==> config.mk <==
export PLATFORM = sky130hd
export DESIGN_NAME = timer_channel
export DESIGN_NICKNAME = d
export VERILOG_FILES = /design/src/logic/timer_channel.v
export VERILOG_INCLUDE_DIRS = /design/src /design/src/shared
export SDC_FILE = /design/constraint.sdc
export NUM_CORES = 1
export LEC_CHECK = 0
export ABC_AREA = 1
export ABC_CLOCK_PERIOD_IN_PS = 2100
export CAP_MARGIN = 20
export CORE_UTILIZATION = 58
export CTS_BUF_LIST = sky130_fd_sc_hd__clkbuf_16
export DETAILED_ROUTE_END_ITERATION = 6
export DONT_BUFFER_PORTS = 1
export PLACE_DENSITY = 0.86
export SYNTH_ARGS = -nofsm -noshare
export SYNTH_HDL_FRONTEND = slang
export SYNTH_SLANG_ARGS = --single-unit
==> constraint.sdc <==
create_clock -name clk -period 2.1 [get_ports clk]
set_clock_uncertainty 0.05 [all_clocks]
set_input_delay 0.42 -clock clk [delete_from_list [all_inputs] [get_ports clk]]
set_output_delay 0.42 -clock clk [all_outputs]
set_load 0.01 [all_outputs]
==> src/shared/timer_chan_regs.vh <==
// Register offsets, field positions and reset values of one reload timer channel.
// Included by the channel logic; APB byte addresses, one 32-bit word per register.
`ifndef TIMER_CHAN_REGS_VH
`define TIMER_CHAN_REGS_VH

`define ADDR_MODE          8'h00
`define ADDR_COUNT         8'h04
`define ADDR_CTRL          8'h08
`define ADDR_SRC           8'h0c
`define ADDR_STATUS        8'h10

`define MODE_RESET         8'h00
`define CTRL_RESET         8'h00
`define SRC_RESET          8'h00

// Mode register fields
`define MODE_OP_LO         0
`define MODE_OP_HI         1
`define MODE_PULSE_EN      2
`define MODE_EDGE_POL      3
`define MODE_GATE_EN       4
`define MODE_GATE_LVL      5
`define MODE_LEG_LO        6
`define MODE_LEG_HI        7

`define OP_TIMER           2'b00
`define OP_EVENT           2'b01

// Control register fields
`define CTRL_RUN           0
`define CTRL_DIR           1
`define CTRL_FREE          2
`define CTRL_INV           3
`define CTRL_EVSEL_LO      4
`define CTRL_EVSEL_HI      5

// Source select register fields
`define SRC_CODE_LO        0
`define SRC_CODE_HI        2
`define SRC_EXTEND         3
`define SRC_DIV1           4
`define SRC_PREDIV         5

`define EV_PIN             2'b00
`define EV_B2              2'b01
`define EV_LOWER           2'b10
`define EV_UPPER           2'b11

`define COUNT_MAX          16'hffff
`define COUNT_ZERO         16'h0000

`endif

==> src/logic/timer_channel.v <==
// One channel of a 16-bit reload timer: timer and event counter modes, APB registers.
// Assumes clk is the system clock; oscillator and subclock ticks and neighbour events
// arrive as one-cycle pulses synchronous to clk.
//
// Local design decisions: register access over APB and the register addresses.
`timescale 1ns/1ps
`default_nettype none
`include "timer_chan_regs.vh"

module timer_channel #(
    parameter WIDTH = 16
) (
    input  wire        clk,
    input  wire        resetn,
    input  wire        psel,
    input  wire        penable,
    input  wire        pwrite,
    input  wire [7:0]  paddr,
    input  wire [31:0] pwdata,
    output reg  [31:0] prdata,
    output reg         pready,
    output reg         pslverr,
    input  wire        fast_osc_tick,
    input  wire        slow_osc_tick,
    input  wire        subclock_tick,
    input  wire        timer_b2_event,
    input  wire        lower_event,
    input  wire        upper_event,
    input  wire        timer_input_pin,
    output reg         timer_output_pin,
    output reg         irq_request
);

    reg  [7:0]       mode_reg;
    reg  [7:0]       ctrl_reg;
    reg  [7:0]       src_reg;
    reg  [WIDTH-1:0] count_reg;
    reg  [WIDTH-1:0] reload_reg;
    reg              started_reg;
    reg  [5:0]       div_reg;
    reg              pin_q_reg;
    reg              pulse_reg;
    reg              wrap_seen_reg;

    wire [1:0] op_mode   = mode_reg[`MODE_OP_HI:`MODE_OP_LO];
    wire       run       = ctrl_reg[`CTRL_RUN];
    wire       up_dir    = ctrl_reg[`CTRL_DIR];
    wire       free_run  = ctrl_reg[`CTRL_FREE];
    wire       invert    = ctrl_reg[`CTRL_INV];
    wire [1:0] ev_sel    = ctrl_reg[`CTRL_EVSEL_HI:`CTRL_EVSEL_LO];
    wire       is_timer  = (op_mode == `OP_TIMER);
    wire       is_event  = (op_mode == `OP_EVENT);

    wire apb_access = psel & penable;
    wire apb_wr     = apb_access & pwrite;

    // Shared divider; input is system clock or fast oscillator
    wire div_in = src_reg[`SRC_PREDIV] ? fast_osc_tick : 1'b1;
    wire [5:0] div_inc = div_reg + 6'h01;
    wire tick_f1  = div_in;
    wire tick_f2  = div_in & (div_reg[0] == 1'b1);
    wire tick_f8  = div_in & (div_reg[2:0] == 3'h7);
    wire tick_f32 = div_in & (div_reg[4:0] == 5'h1f);
    wire tick_f64 = div_in & (div_reg == 6'h3f);
    wire tick_low = src_reg[`SRC_DIV1] ? tick_f1 : tick_f2;

    reg internal_tick;
    always @* begin
        internal_tick = 1'b0;
        if (src_reg[`SRC_EXTEND]) begin
            case (src_reg[`SRC_CODE_HI:`SRC_CODE_LO])
                3'h0:    internal_tick = tick_low;
                3'h1:    internal_tick = tick_f8;
                3'h2:    internal_tick = tick_f32;
                3'h3:    internal_tick = tick_f64;
                3'h4:    internal_tick = fast_osc_tick;
                3'h5:    internal_tick = slow_osc_tick;
                3'h6:    internal_tick = subclock_tick;
                default: internal_tick = 1'b0;
            endcase
        end else begin
            case (mode_reg[`MODE_LEG_HI:`MODE_LEG_LO])
                2'h0:    internal_tick = tick_low;
                2'h1:    internal_tick = tick_f8;
                2'h2:    internal_tick = tick_f32;
                default: internal_tick = subclock_tick;
            endcase
        end
    end

    // Event selection; pin edge polarity matters only for the pin source
    wire pin_rise = timer_input_pin & ~pin_q_reg;
    wire pin_fall = ~timer_input_pin & pin_q_reg;
    wire pin_edge = mode_reg[`MODE_EDGE_POL] ? pin_rise : pin_fall;
    reg  event_tick;
    always @* begin
        case (ev_sel)
            `EV_PIN:   event_tick = pin_edge;
            `EV_B2:    event_tick = timer_b2_event;
            `EV_LOWER: event_tick = lower_event;
            `EV_UPPER: event_tick = upper_event;
            default:   event_tick = 1'b0;
        endcase
    end

    // Gate level on the input pin enables counting in timer mode
    wire gate_ok = ~mode_reg[`MODE_GATE_EN] |
                   (timer_input_pin == mode_reg[`MODE_GATE_LVL]);
    wire active  = run & (is_timer ? gate_ok : is_event);
    wire tick    = active & (is_timer ? internal_tick : event_tick);
    wire count_up = is_event & up_dir;
    wire at_end   = count_up ? (count_reg == `COUNT_MAX) : (count_reg == `COUNT_ZERO);
    wire wrap     = tick & started_reg & at_end;
    wire cnt_wr   = apb_wr & (paddr == `ADDR_COUNT);

    always @(posedge clk or negedge resetn) begin
        if (!resetn) begin
            div_reg   <= 6'h00;
            pin_q_reg <= 1'b0;
        end else begin
            if (div_in) begin
                div_reg <= div_inc;
            end
            pin_q_reg <= timer_input_pin;
        end
    end

    // Registers and counter
    always @(posedge clk or negedge resetn) begin
        if (!resetn) begin
            mode_reg    <= `MODE_RESET;
            ctrl_reg    <= `CTRL_RESET;
            src_reg     <= `SRC_RESET;
            count_reg   <= `COUNT_ZERO;
            reload_reg  <= `COUNT_ZERO;
            started_reg <= 1'b0;
        end else begin
            if (apb_wr && paddr == `ADDR_MODE) begin
                mode_reg <= pwdata[7:0];
            end
            if (apb_wr && paddr == `ADDR_CTRL) begin
                ctrl_reg <= pwdata[7:0];
            end
            if (apb_wr && paddr == `ADDR_SRC) begin
                src_reg <= pwdata[7:0];
            end
            if (!run) begin
                started_reg <= 1'b0;
            end else if (tick) begin
                started_reg <= 1'b1;
            end
            if (cnt_wr) begin
                reload_reg <= pwdata[WIDTH-1:0];
            end
            if (cnt_wr && (!run || !started_reg)) begin
                count_reg <= pwdata[WIDTH-1:0];
            end else if (tick && started_reg) begin
                if (wrap && !(is_event && free_run)) begin
                    count_reg <= reload_reg;
                end else if (count_up) begin
                    count_reg <= count_reg + 16'h0001;
                end else begin
                    count_reg <= count_reg - 16'h0001;
                end
            end
        end
    end

    // Output pin, interrupt request and sticky wrap status
    always @(posedge clk or negedge resetn) begin
        if (!resetn) begin
            pulse_reg        <= 1'b0;
            timer_output_pin <= 1'b0;
            irq_request      <= 1'b0;
            wrap_seen_reg    <= 1'b0;
        end else begin
            if (!run) begin
                pulse_reg <= 1'b0;
            end else if (wrap && mode_reg[`MODE_PULSE_EN]) begin
                pulse_reg <= ~pulse_reg;
            end
            timer_output_pin <= (mode_reg[`MODE_PULSE_EN] & (run ? pulse_reg : 1'b0)) ^
                                (mode_reg[`MODE_PULSE_EN] & invert);
            irq_request <= wrap;
            if (wrap) begin
                wrap_seen_reg <= 1'b1;
            end else if (apb_wr && paddr == `ADDR_STATUS && pwdata[0]) begin
                wrap_seen_reg <= 1'b0;
            end
        end
    end

    // APB slave: zero wait states, error on unmapped address
    always @(posedge clk or negedge resetn) begin
        if (!resetn) begin
            prdata  <= 32'h00000000;
            pready  <= 1'b0;
            pslverr <= 1'b0;
        end else begin
            pready  <= psel & ~penable;
            pslverr <= 1'b0;
            prdata  <= 32'h00000000;
            if (psel && !penable) begin
                case (paddr)
                    `ADDR_MODE:   prdata <= {24'h000000, mode_reg};
                    `ADDR_COUNT:  prdata <= {16'h0000, count_reg};
                    `ADDR_CTRL:   prdata <= {24'h000000, ctrl_reg};
                    `ADDR_SRC:    prdata <= {24'h000000, src_reg};
                    `ADDR_STATUS: prdata <= {30'h00000000, started_reg, wrap_seen_reg};
                    default:      pslverr <= 1'b1;
                endcase
            end
        end
    end

endmodule
`default_nettype wire

==> impl_metrics.toml, run 1 <==
[place]
gp_congestion = 0.9415
dp_cells = 773
dp_hpwl_um = 10070
place_ws_ns = -0.2600
port_buffers = 0

[synthesis]
ys_ff_latch = 86
synthFlopType = "dfrtp_1"
avgSynthCellArea_sq_um = 8.073
ys_types = 45
yosys_warnings = 0
ys_seq_area_share_pct = 42.18
async_flop_share_pct = 100.0
syn_area_sq_mm = 0.005102
syn-instance-count = 632
synth-edff-count = 0

[global_routing]
grt.overflow.total = 0
grt_max_degree = 87
grt_pass1_wl_um = 23960
antenna_found_initial = 0
grt_usage_pct = 35.46
grt_pass1_vias = 4762

[timing]
fmax_mhz = 411.8
maxSlewHeadroom_pct = 59.12
rsz0062_at_grt = "true"
worstMarginPinSlew_ns = 0.6125
whs_ns = -0.2857
drv_slew = 0
min_period_ns = 2.429
setup_slack_ns = -0.3286
hold_viol = 86
setup_violations = 18
post-route-period-util_pct = 115.6

[cells_and_area]
area_growth_pct = 22.17
nets = 767
n_antenna_cell = 0
finish.utilization_pct = 74.37
fin_cells = 806
final_layout_size_suffix_gt1_share_pct = 23.97

[detailed_routing]
drtPass1Iterations = 7
drcViolationCount = 0
postRouteWirelength_um = 15740
wl_per_cell_um = 19.53
postRouteAntennaNets = 0
drt_iter0_drc = 520
vias = 5050
routed_via_density = 6.266

[setup_path]
crit_fanout = 6
cp_data_arrival_time_ns = 2.61
worstSetupStartpointType = "flop"
required_ns = 2.29
endpoint_kind = "flop"
crit_type = "reg -> reg"

[hold_path]
worstHoldPathType = "in -> async"

[floorplanning]
die_w_um = 95.80
ios = 88
coreArea_sq_mm = 0.008382
initial_core_util_pct = 60.87
num_rows = 33
fp.dieArea_sq_mm = 0.009177
die_h_um = 95.80

[power_and_ir_drop]
p_leak_nw = 2.858
p_per_area_mw_per_mm2 = 619.7
p_total_mw = 3.863
peakVddDrop_v = 0.0004625

[cts]
numClockSinks = 86
cts_tree = "built"
htree_num_levels = 3
numCtsBuffers = 9
clockBufferDepth = 2
clock_latency_ns = 0.35
root_buffer = "clkbuf_16"
clk_pin_slew_ns = 0.07

[run_status]
violations = "negative hold slack, negative setup slack"
outcome = "finished, violations left"

[job]
cap_violations = 0
==> logic make-up after synthesis <==
group / count (synthesis) / share of synthesized area [%]
buffers and inverters: 123 / 10.76
xor gates and xnor gates: 16 / 2.746
AOI/OAI and AO/OA: 141 / 16.55
adders and majority gates: 18 / 4.561
muxes: 3 / 0.6620
DFF: 86 / 42.18
other: 1 / 0.07349
and+or+nand+nor: 244 / 22.46
==> metal layers <==
metal	routed length, um	global-route usage [%]	share of wire [%]	up-vias
met5	0	0	0	-
li1	-	-	-	2215
met2	7321	55.12	47	399
met1	5988	45.97	38	2366
met3	1836	8.294	12	70
met4	597	18.66	3.8	0
==> cells in the final DEF, fill, tap and decap left out, types with 3 or more instances in the layout <==
cell type / synthesis / final
clkbuf_16: 0 / 9
nand3_1: 39 / 29
nor2_4: 2 / 5
buf_4: 17 / 59
a21oi_2: 1 / 4
dfrtp_1: 86 / 84
inv_1: 83 / 83
a221oi_1: 7 / 7
nor2_1: 36 / 34
conb_1: 1 / 16
buf_6: 1 / 5
o21ai_2: 3 / 4
inv_2: 10 / 10
a21oi_1: 24 / 21
nand3_4: 1 / 4
nand2_1: 119 / 114
ha_4: 0 / 8
nor3_1: 15 / 13
xnor2_1: 6 / 6
o21ai_0: 63 / 60
xor2_1: 10 / 10
o22ai_2: 5 / 8
nand4_1: 14 / 14
a31oi_1: 13 / 11
mux2_2: 3 / 3
o21ai_1: 11 / 13
nand2_2: 5 / 10
nand3_2: 3 / 12
ha_1: 17 / 7
==> final timing paths <==
check                      cells past startpoint  slack (ns)                    from                  endpoint
max in group asynchronous                      0        2.16                  resetn   ctrl_reg[1]$_DFFE_PN0P_
hold / removal                                 0       -0.29                  resetn    div_reg[5]$_DFFE_PN0N_
hold reg to reg                                1        0.43  div_reg[5]$_DFFE_PN0N_    div_reg[5]$_DFFE_PN0N_
setup reg to reg                              17       -0.33  div_reg[1]$_DFFE_PN0N_  count_reg[7]$_DFFE_PN0P_
min in group clk                               0        0.05         timer_input_pin       pin_q_reg$_DFF_PN0_
setup / recovery                              17       -0.33  div_reg[1]$_DFFE_PN0N_  count_reg[7]$_DFFE_PN0P_
==> cell type report <==
cell class / instances / area [sq um]
multi-input combinational: 441 / 2780
fill: 571 / 2148
clock inverter: 6 / 63.81
tap: 105 / 131.4
clock buffer: 9 / 225.2
sequential: 86 / 2155
timing repair buffer: 65 / 519.2
inverter: 94 / 359.1
==> critical path, cell delays in order (launching register included) <==
cell and delay (ns):
dfrtp_1 0.37, ha_2 0.21, nand2_2 0.07, nor2_4 0.15, ha_4 0.16, nand3_2 0.05
nand2_1 0.06, nor2_1 0.04, nand2_1 0.06, nand2_1 0.06, nand2_2 0.08, nand2_2 0.06
nand2_4 0.10, nand3_4 0.16, nor2_4 0.27, nand3_2 0.15, nand3_2 0.12, nand2_1 0.05
==> report_power, final <==
group | switching [mW] | internal (mW)
Combinational | 0.258 | 0.208
Sequential | 0.0663 | 1.74
Clock | 0.678 | 0.915
==> metrics by stage <==
| stage | area (sq um) | TNS, ns |
|---|---|---|
| final | 6233 | -3.974 |
| after global routing | 6233 | -6.431 |
| after CTS | 6031 | -2.489 |
| after detailed placement | 5514 | -3.610 |
| after global placement | 5514 | -1.328 |
| after floorplan | 5191 | -0.07294 |
==> cell usage after synthesis, types with 3 or more instances <==
master | number | area share, %
nand2_1 | 119 | 8.8
dfrtp_1 | 86 | 42
inv_1 | 83 | 6.1
o21ai_0 | 63 | 6.2
nand3_1 | 39 | 3.8
nor2_1 | 36 | 2.6
a21oi_1 | 24 | 2.4
buf_4 | 17 | 2.5
ha_1 | 17 | 4.2
nor3_1 | 15 | 1.5
nand4_1 | 14 | 1.7
a31oi_1 | 13 | 1.6
o21ai_1 | 11 | 1.1
inv_2 | 10 | 0.74
xor2_1 | 10 | 1.7
a221oi_1 | 7 | 1.2
clkbuf_1 | 6 | 0.44
xnor2_1 | 6 | 1.0
nand2_2 | 5 | 0.61
o22ai_2 | 5 | 1.2
buf_2 | 4 | 0.39
o22ai_1 | 4 | 0.49
mux2_2 | 3 | 0.66
nand2_4 | 3 | 0.66
nand3_2 | 3 | 0.59
nor2_2 | 3 | 0.37
o21ai_2 | 3 | 0.52
o31ai_1 | 3 | 0.44
==> timing repair <==
action	in CTS	in global routing
buffers inserted	7	8
resized for setup	33	27
endpoints found under the hold margin	86	86
endpoints found under the setup margin	18	19
pin swaps	5	22
cloned	3	0
(Power assumes the default switching activity.)
==> run 2, diff against run 1 <==
--- a/config.mk
+++ b/config.mk
@@ -6,14 +6,13 @@
 export SDC_FILE = /design/constraint.sdc
 export NUM_CORES = 1
 export LEC_CHECK = 0
-export ABC_AREA = 1
-export ABC_CLOCK_PERIOD_IN_PS = 2100
+export ABC_CLOCK_PERIOD_IN_PS = 2900
 export CAP_MARGIN = 20
-export CORE_UTILIZATION = 58
+export CORE_UTILIZATION = 45
 export CTS_BUF_LIST = sky130_fd_sc_hd__clkbuf_16
 export DETAILED_ROUTE_END_ITERATION = 6
 export DONT_BUFFER_PORTS = 1
-export PLACE_DENSITY = 0.86
+export PLACE_DENSITY = 0.7
 export SYNTH_ARGS = -nofsm -noshare
 export SYNTH_HDL_FRONTEND = slang
 export SYNTH_SLANG_ARGS = --single-unit
==> constraint.sdc (replaced) <==
create_clock -name clk -period 2.9 [get_ports clk]
set_clock_uncertainty 0.05 [all_clocks]
set_input_delay 0.58 -clock clk [delete_from_list [all_inputs] [get_ports clk]]
set_output_delay 0.58 -clock clk [all_outputs]
set_load 0.01 [all_outputs]
==> run 2 against run 1 <==
Compared with the run above: the run now ends clean; largest cell class unchanged; final area is 14% lower; final cell count down 27%; clock power fell by 17%; global-route usage fell by 15 points; sequential share of layout area is 5.6 points higher; power decreased by 25%; critical path depth down 6; maximum frequency decreased by 13%; largest power group is now clock; first-iteration DRC count is 67% lower; non-clock buffer count decreased by 45; combinational power shrank 41%; via count decreased by 32%.
==> impl_metrics.toml, run 2 <==
[global_routing]
grt_pass1_vias = 3486
grt_max_degree = 87
grt_usage_pct = 20.67
grt.overflow.total = 0
grt_pass1_wl_um = 17470
antenna_found_initial = 0

[place]
dp_cells = 570
placed_area_sq_mm = 0.004910
gp_congestion = 0.8738
dp_hpwl_um = 7697
port_buffers = 0

[synthesis]
async_flop_share_pct = 100.0
syn_area_sq_mm = 0.004738
ys_types = 59
ys_top_cells_by_count = "86 x dfrtp_1, 40 x mux2_2, 32 x nand2_1, 24 x nor2_1, 20 x a21oi_1"
synth.area.top_cells = "dfrtp_1 45%, mux2_2 9.5%, ha_1 4.5%, buf_4 2.9%, a22oi_2 2.6%"
synth_area_leader_cell = "dfrtp_1"
yosys_warnings = 0
synth_most_common_cell = "dfrtp_1"
synth_top_cell_area_share_pct = 45.42
ys_ff_latch = 86
synth-edff-count = 0
synthFlopType = "dfrtp_1"
syn-instance-count = 433
avgSynthCellArea_sq_um = 10.94
ys_seq_area_share_pct = 45.42

[detailed_routing]
postRouteWirelength_um = 10790
drtPass1Iterations = 5
routed_via_density = 5.859
wl_per_cell_um = 18.31
vias = 3451
drcViolationCount = 0
drt_iter0_drc = 174
postRouteAntennaNets = 0

[power_and_ir_drop]
p_int_mw = 2.220
p_per_area_mw_per_mm2 = 541.5
peakVddDrop_v = 0.0003135
p_sw_mw = 0.6784
p_total_mw = 2.899
pwr-share-clk_pct = 45.5
power_frac_comb_pct = 9.6
netSwitchingFraction_pct = 23.40
p_leak_nw = 2.515
seq_power_share_pct = 45.0

[floorplanning]
fp.dieArea_sq_mm = 0.01094
coreArea_sq_mm = 0.01028
num_rows = 37
die_h_um = 104.6
initial_core_util_pct = 46.10
ios = 88
die_w_um = 104.6

[setup_path]
crit_fanout = 11
crit_type = "reg -> reg"
cp_data_arrival_time_ns = 2.97
reg2reg_depth = 11
required_ns = 3.07
worstSetupStartpointType = "flop"
endpoint_kind = "flop"

[timing]
min_period_ns = 2.800
drv_slew = 0
worstMarginPinSlew_ns = 0.6318
fin_setup_tns_ns = 0
fmax_mhz = 357.1
maxSlewHeadroom_pct = 57.43
post-route-period-util_pct = 96.57
hold_viol = 0
setup_violations = 0
whs_ns = 0.09885

[cts]
numClockSinks = 86
root_buffer = "clkbuf_16"
cts_tree = "built"
clk_pin_slew_ns = 0.06
numCtsBuffers = 9
clockBufferDepth = 2
clock_latency_ns = 0.35
htree_num_levels = 3

[cells_and_area]
area_growth_pct = 12.97
n_antenna_cell = 0
final_cell_mix = "86 x dfrtp_1, 40 x mux2_2, 31 x nand2_1"
layout_commonest_cell = "dfrtp_1"
fill_cells = 881
fin_cells = 589
nets = 518
final_layout_size_suffix_gt1_share_pct = 23.18
design_area_sq_mm = 0.005353

[hold_path]
worstHoldPathType = "in -> async"

[run_status]
outcome = "complete, no violations"

[job]
cap_violations = 0
## run 2: cell types whose count changed in the layout (fill, tap and decap cells not counted), sizes merged, moves of 17 or more
cell / previous run / this run
nand2: 128 / 33
inv: 95 / 7
o21ai: 77 / 23
buf: 65 / 20
nand3: 45 / 7
mux2: 3 / 40
nor2: 41 / 24
## run 2: cell families after synthesis
logic type | Yosys count | share of synthesized area (%)
adders and majority gates | 18 | 4.911
xor gates and xnor gates | 20 | 3.697
other | 1 | 0.07914
muxes | 54 | 13.26
DFF | 86 | 45.42
AOI/OAI and AO/OA | 90 | 13.89
and+or+nand+nor | 128 | 14.18
buffers and inverters | 36 | 4.568
## run 2: layout make-up
type                            count  area (sq um)  area share [%]
Clock buffer                        9         225.2           4.208
Clock inverter                      7         112.6           2.104
Inverter                            5         18.77          0.3506
Multi-Input combinational cell    326          2491           46.54
Sequential cell                    86          2152           40.21
Tap cell                          136         170.2           3.179
Timing Repair Buffer               20         182.7           3.413
## run 2: what timing repair did
item / in CTS / in global routing
hold buffers: 1 / 0
hold endpoints to repair: 86 / 0
setup endpoints to repair: 2 / 16
setup buffers: 1 / 1
resized for setup: 2 / 9
pin swaps: 2 / 1
## run 2: path summary, 6_finish.rpt
check	startpoint	endpoint	slack, ns
setup / recovery	mode_reg[1]$_DFFE_PN0P_	count_reg[15]$_DFFE_PN0P_	0.1
hold / removal	resetn	reload_reg[12]$_DFFE_PN0P_	0.1
setup reg to reg	mode_reg[1]$_DFFE_PN0P_	count_reg[15]$_DFFE_PN0P_	0.1
hold reg to reg	div_reg[5]$_DFFE_PN0N_	div_reg[5]$_DFFE_PN0N_	0.44
max in group asynchronous	resetn	div_reg[5]$_DFFE_PN0N_	2.38
min in group clk	timer_input_pin	pin_q_reg$_DFF_PN0_	0.21
## run 2: stage by stage
stage	utilization [%]	worst slack (ns)
after floorplan	-	0.06227
after global placement	47.77	0.04829
after detailed placement	47.77	-0.009603
after CTS	51.45	0.03514
after global routing	52.08	-0.03221
final	52.08	0.09954
## run 2: worst max-delay path, stage by stage (launching register included)
cell,delay [ns]
dfrtp_1,0.41
nor2b_4,0.16
nand2_4,0.12
buf_4,0.21
ha_1,0.30
a21o_1,0.20
a31o_2,0.22
a41o_1,0.26
a41o_1,0.28
o41ai_2,0.25
xnor2_1,0.16
o21ai_1,0.07
## run 2: power groups by stage
stage	registers, mW	clock network, mW	logic (mW)
final	1.30	1.32	0.277
after global routing	1.31	1.38	0.316
after CTS	1.30	1.33	0.275
after detailed placement	1.32	0	0.243
after global placement	1.32	0	0.234
after floorplan	1.31	0	0.211
## run 2: metal layers
layer  GRT usage (%)  up-vias  routed length (um)  share of wire, %
met3           4.055       12                 633               5.9
met5               0        -                   0                 0
met4           9.054        0                 150               1.4
li1                -     1589                   -                 -
met2           34.11      104                5260                49
met1           26.43     1746                4742                44
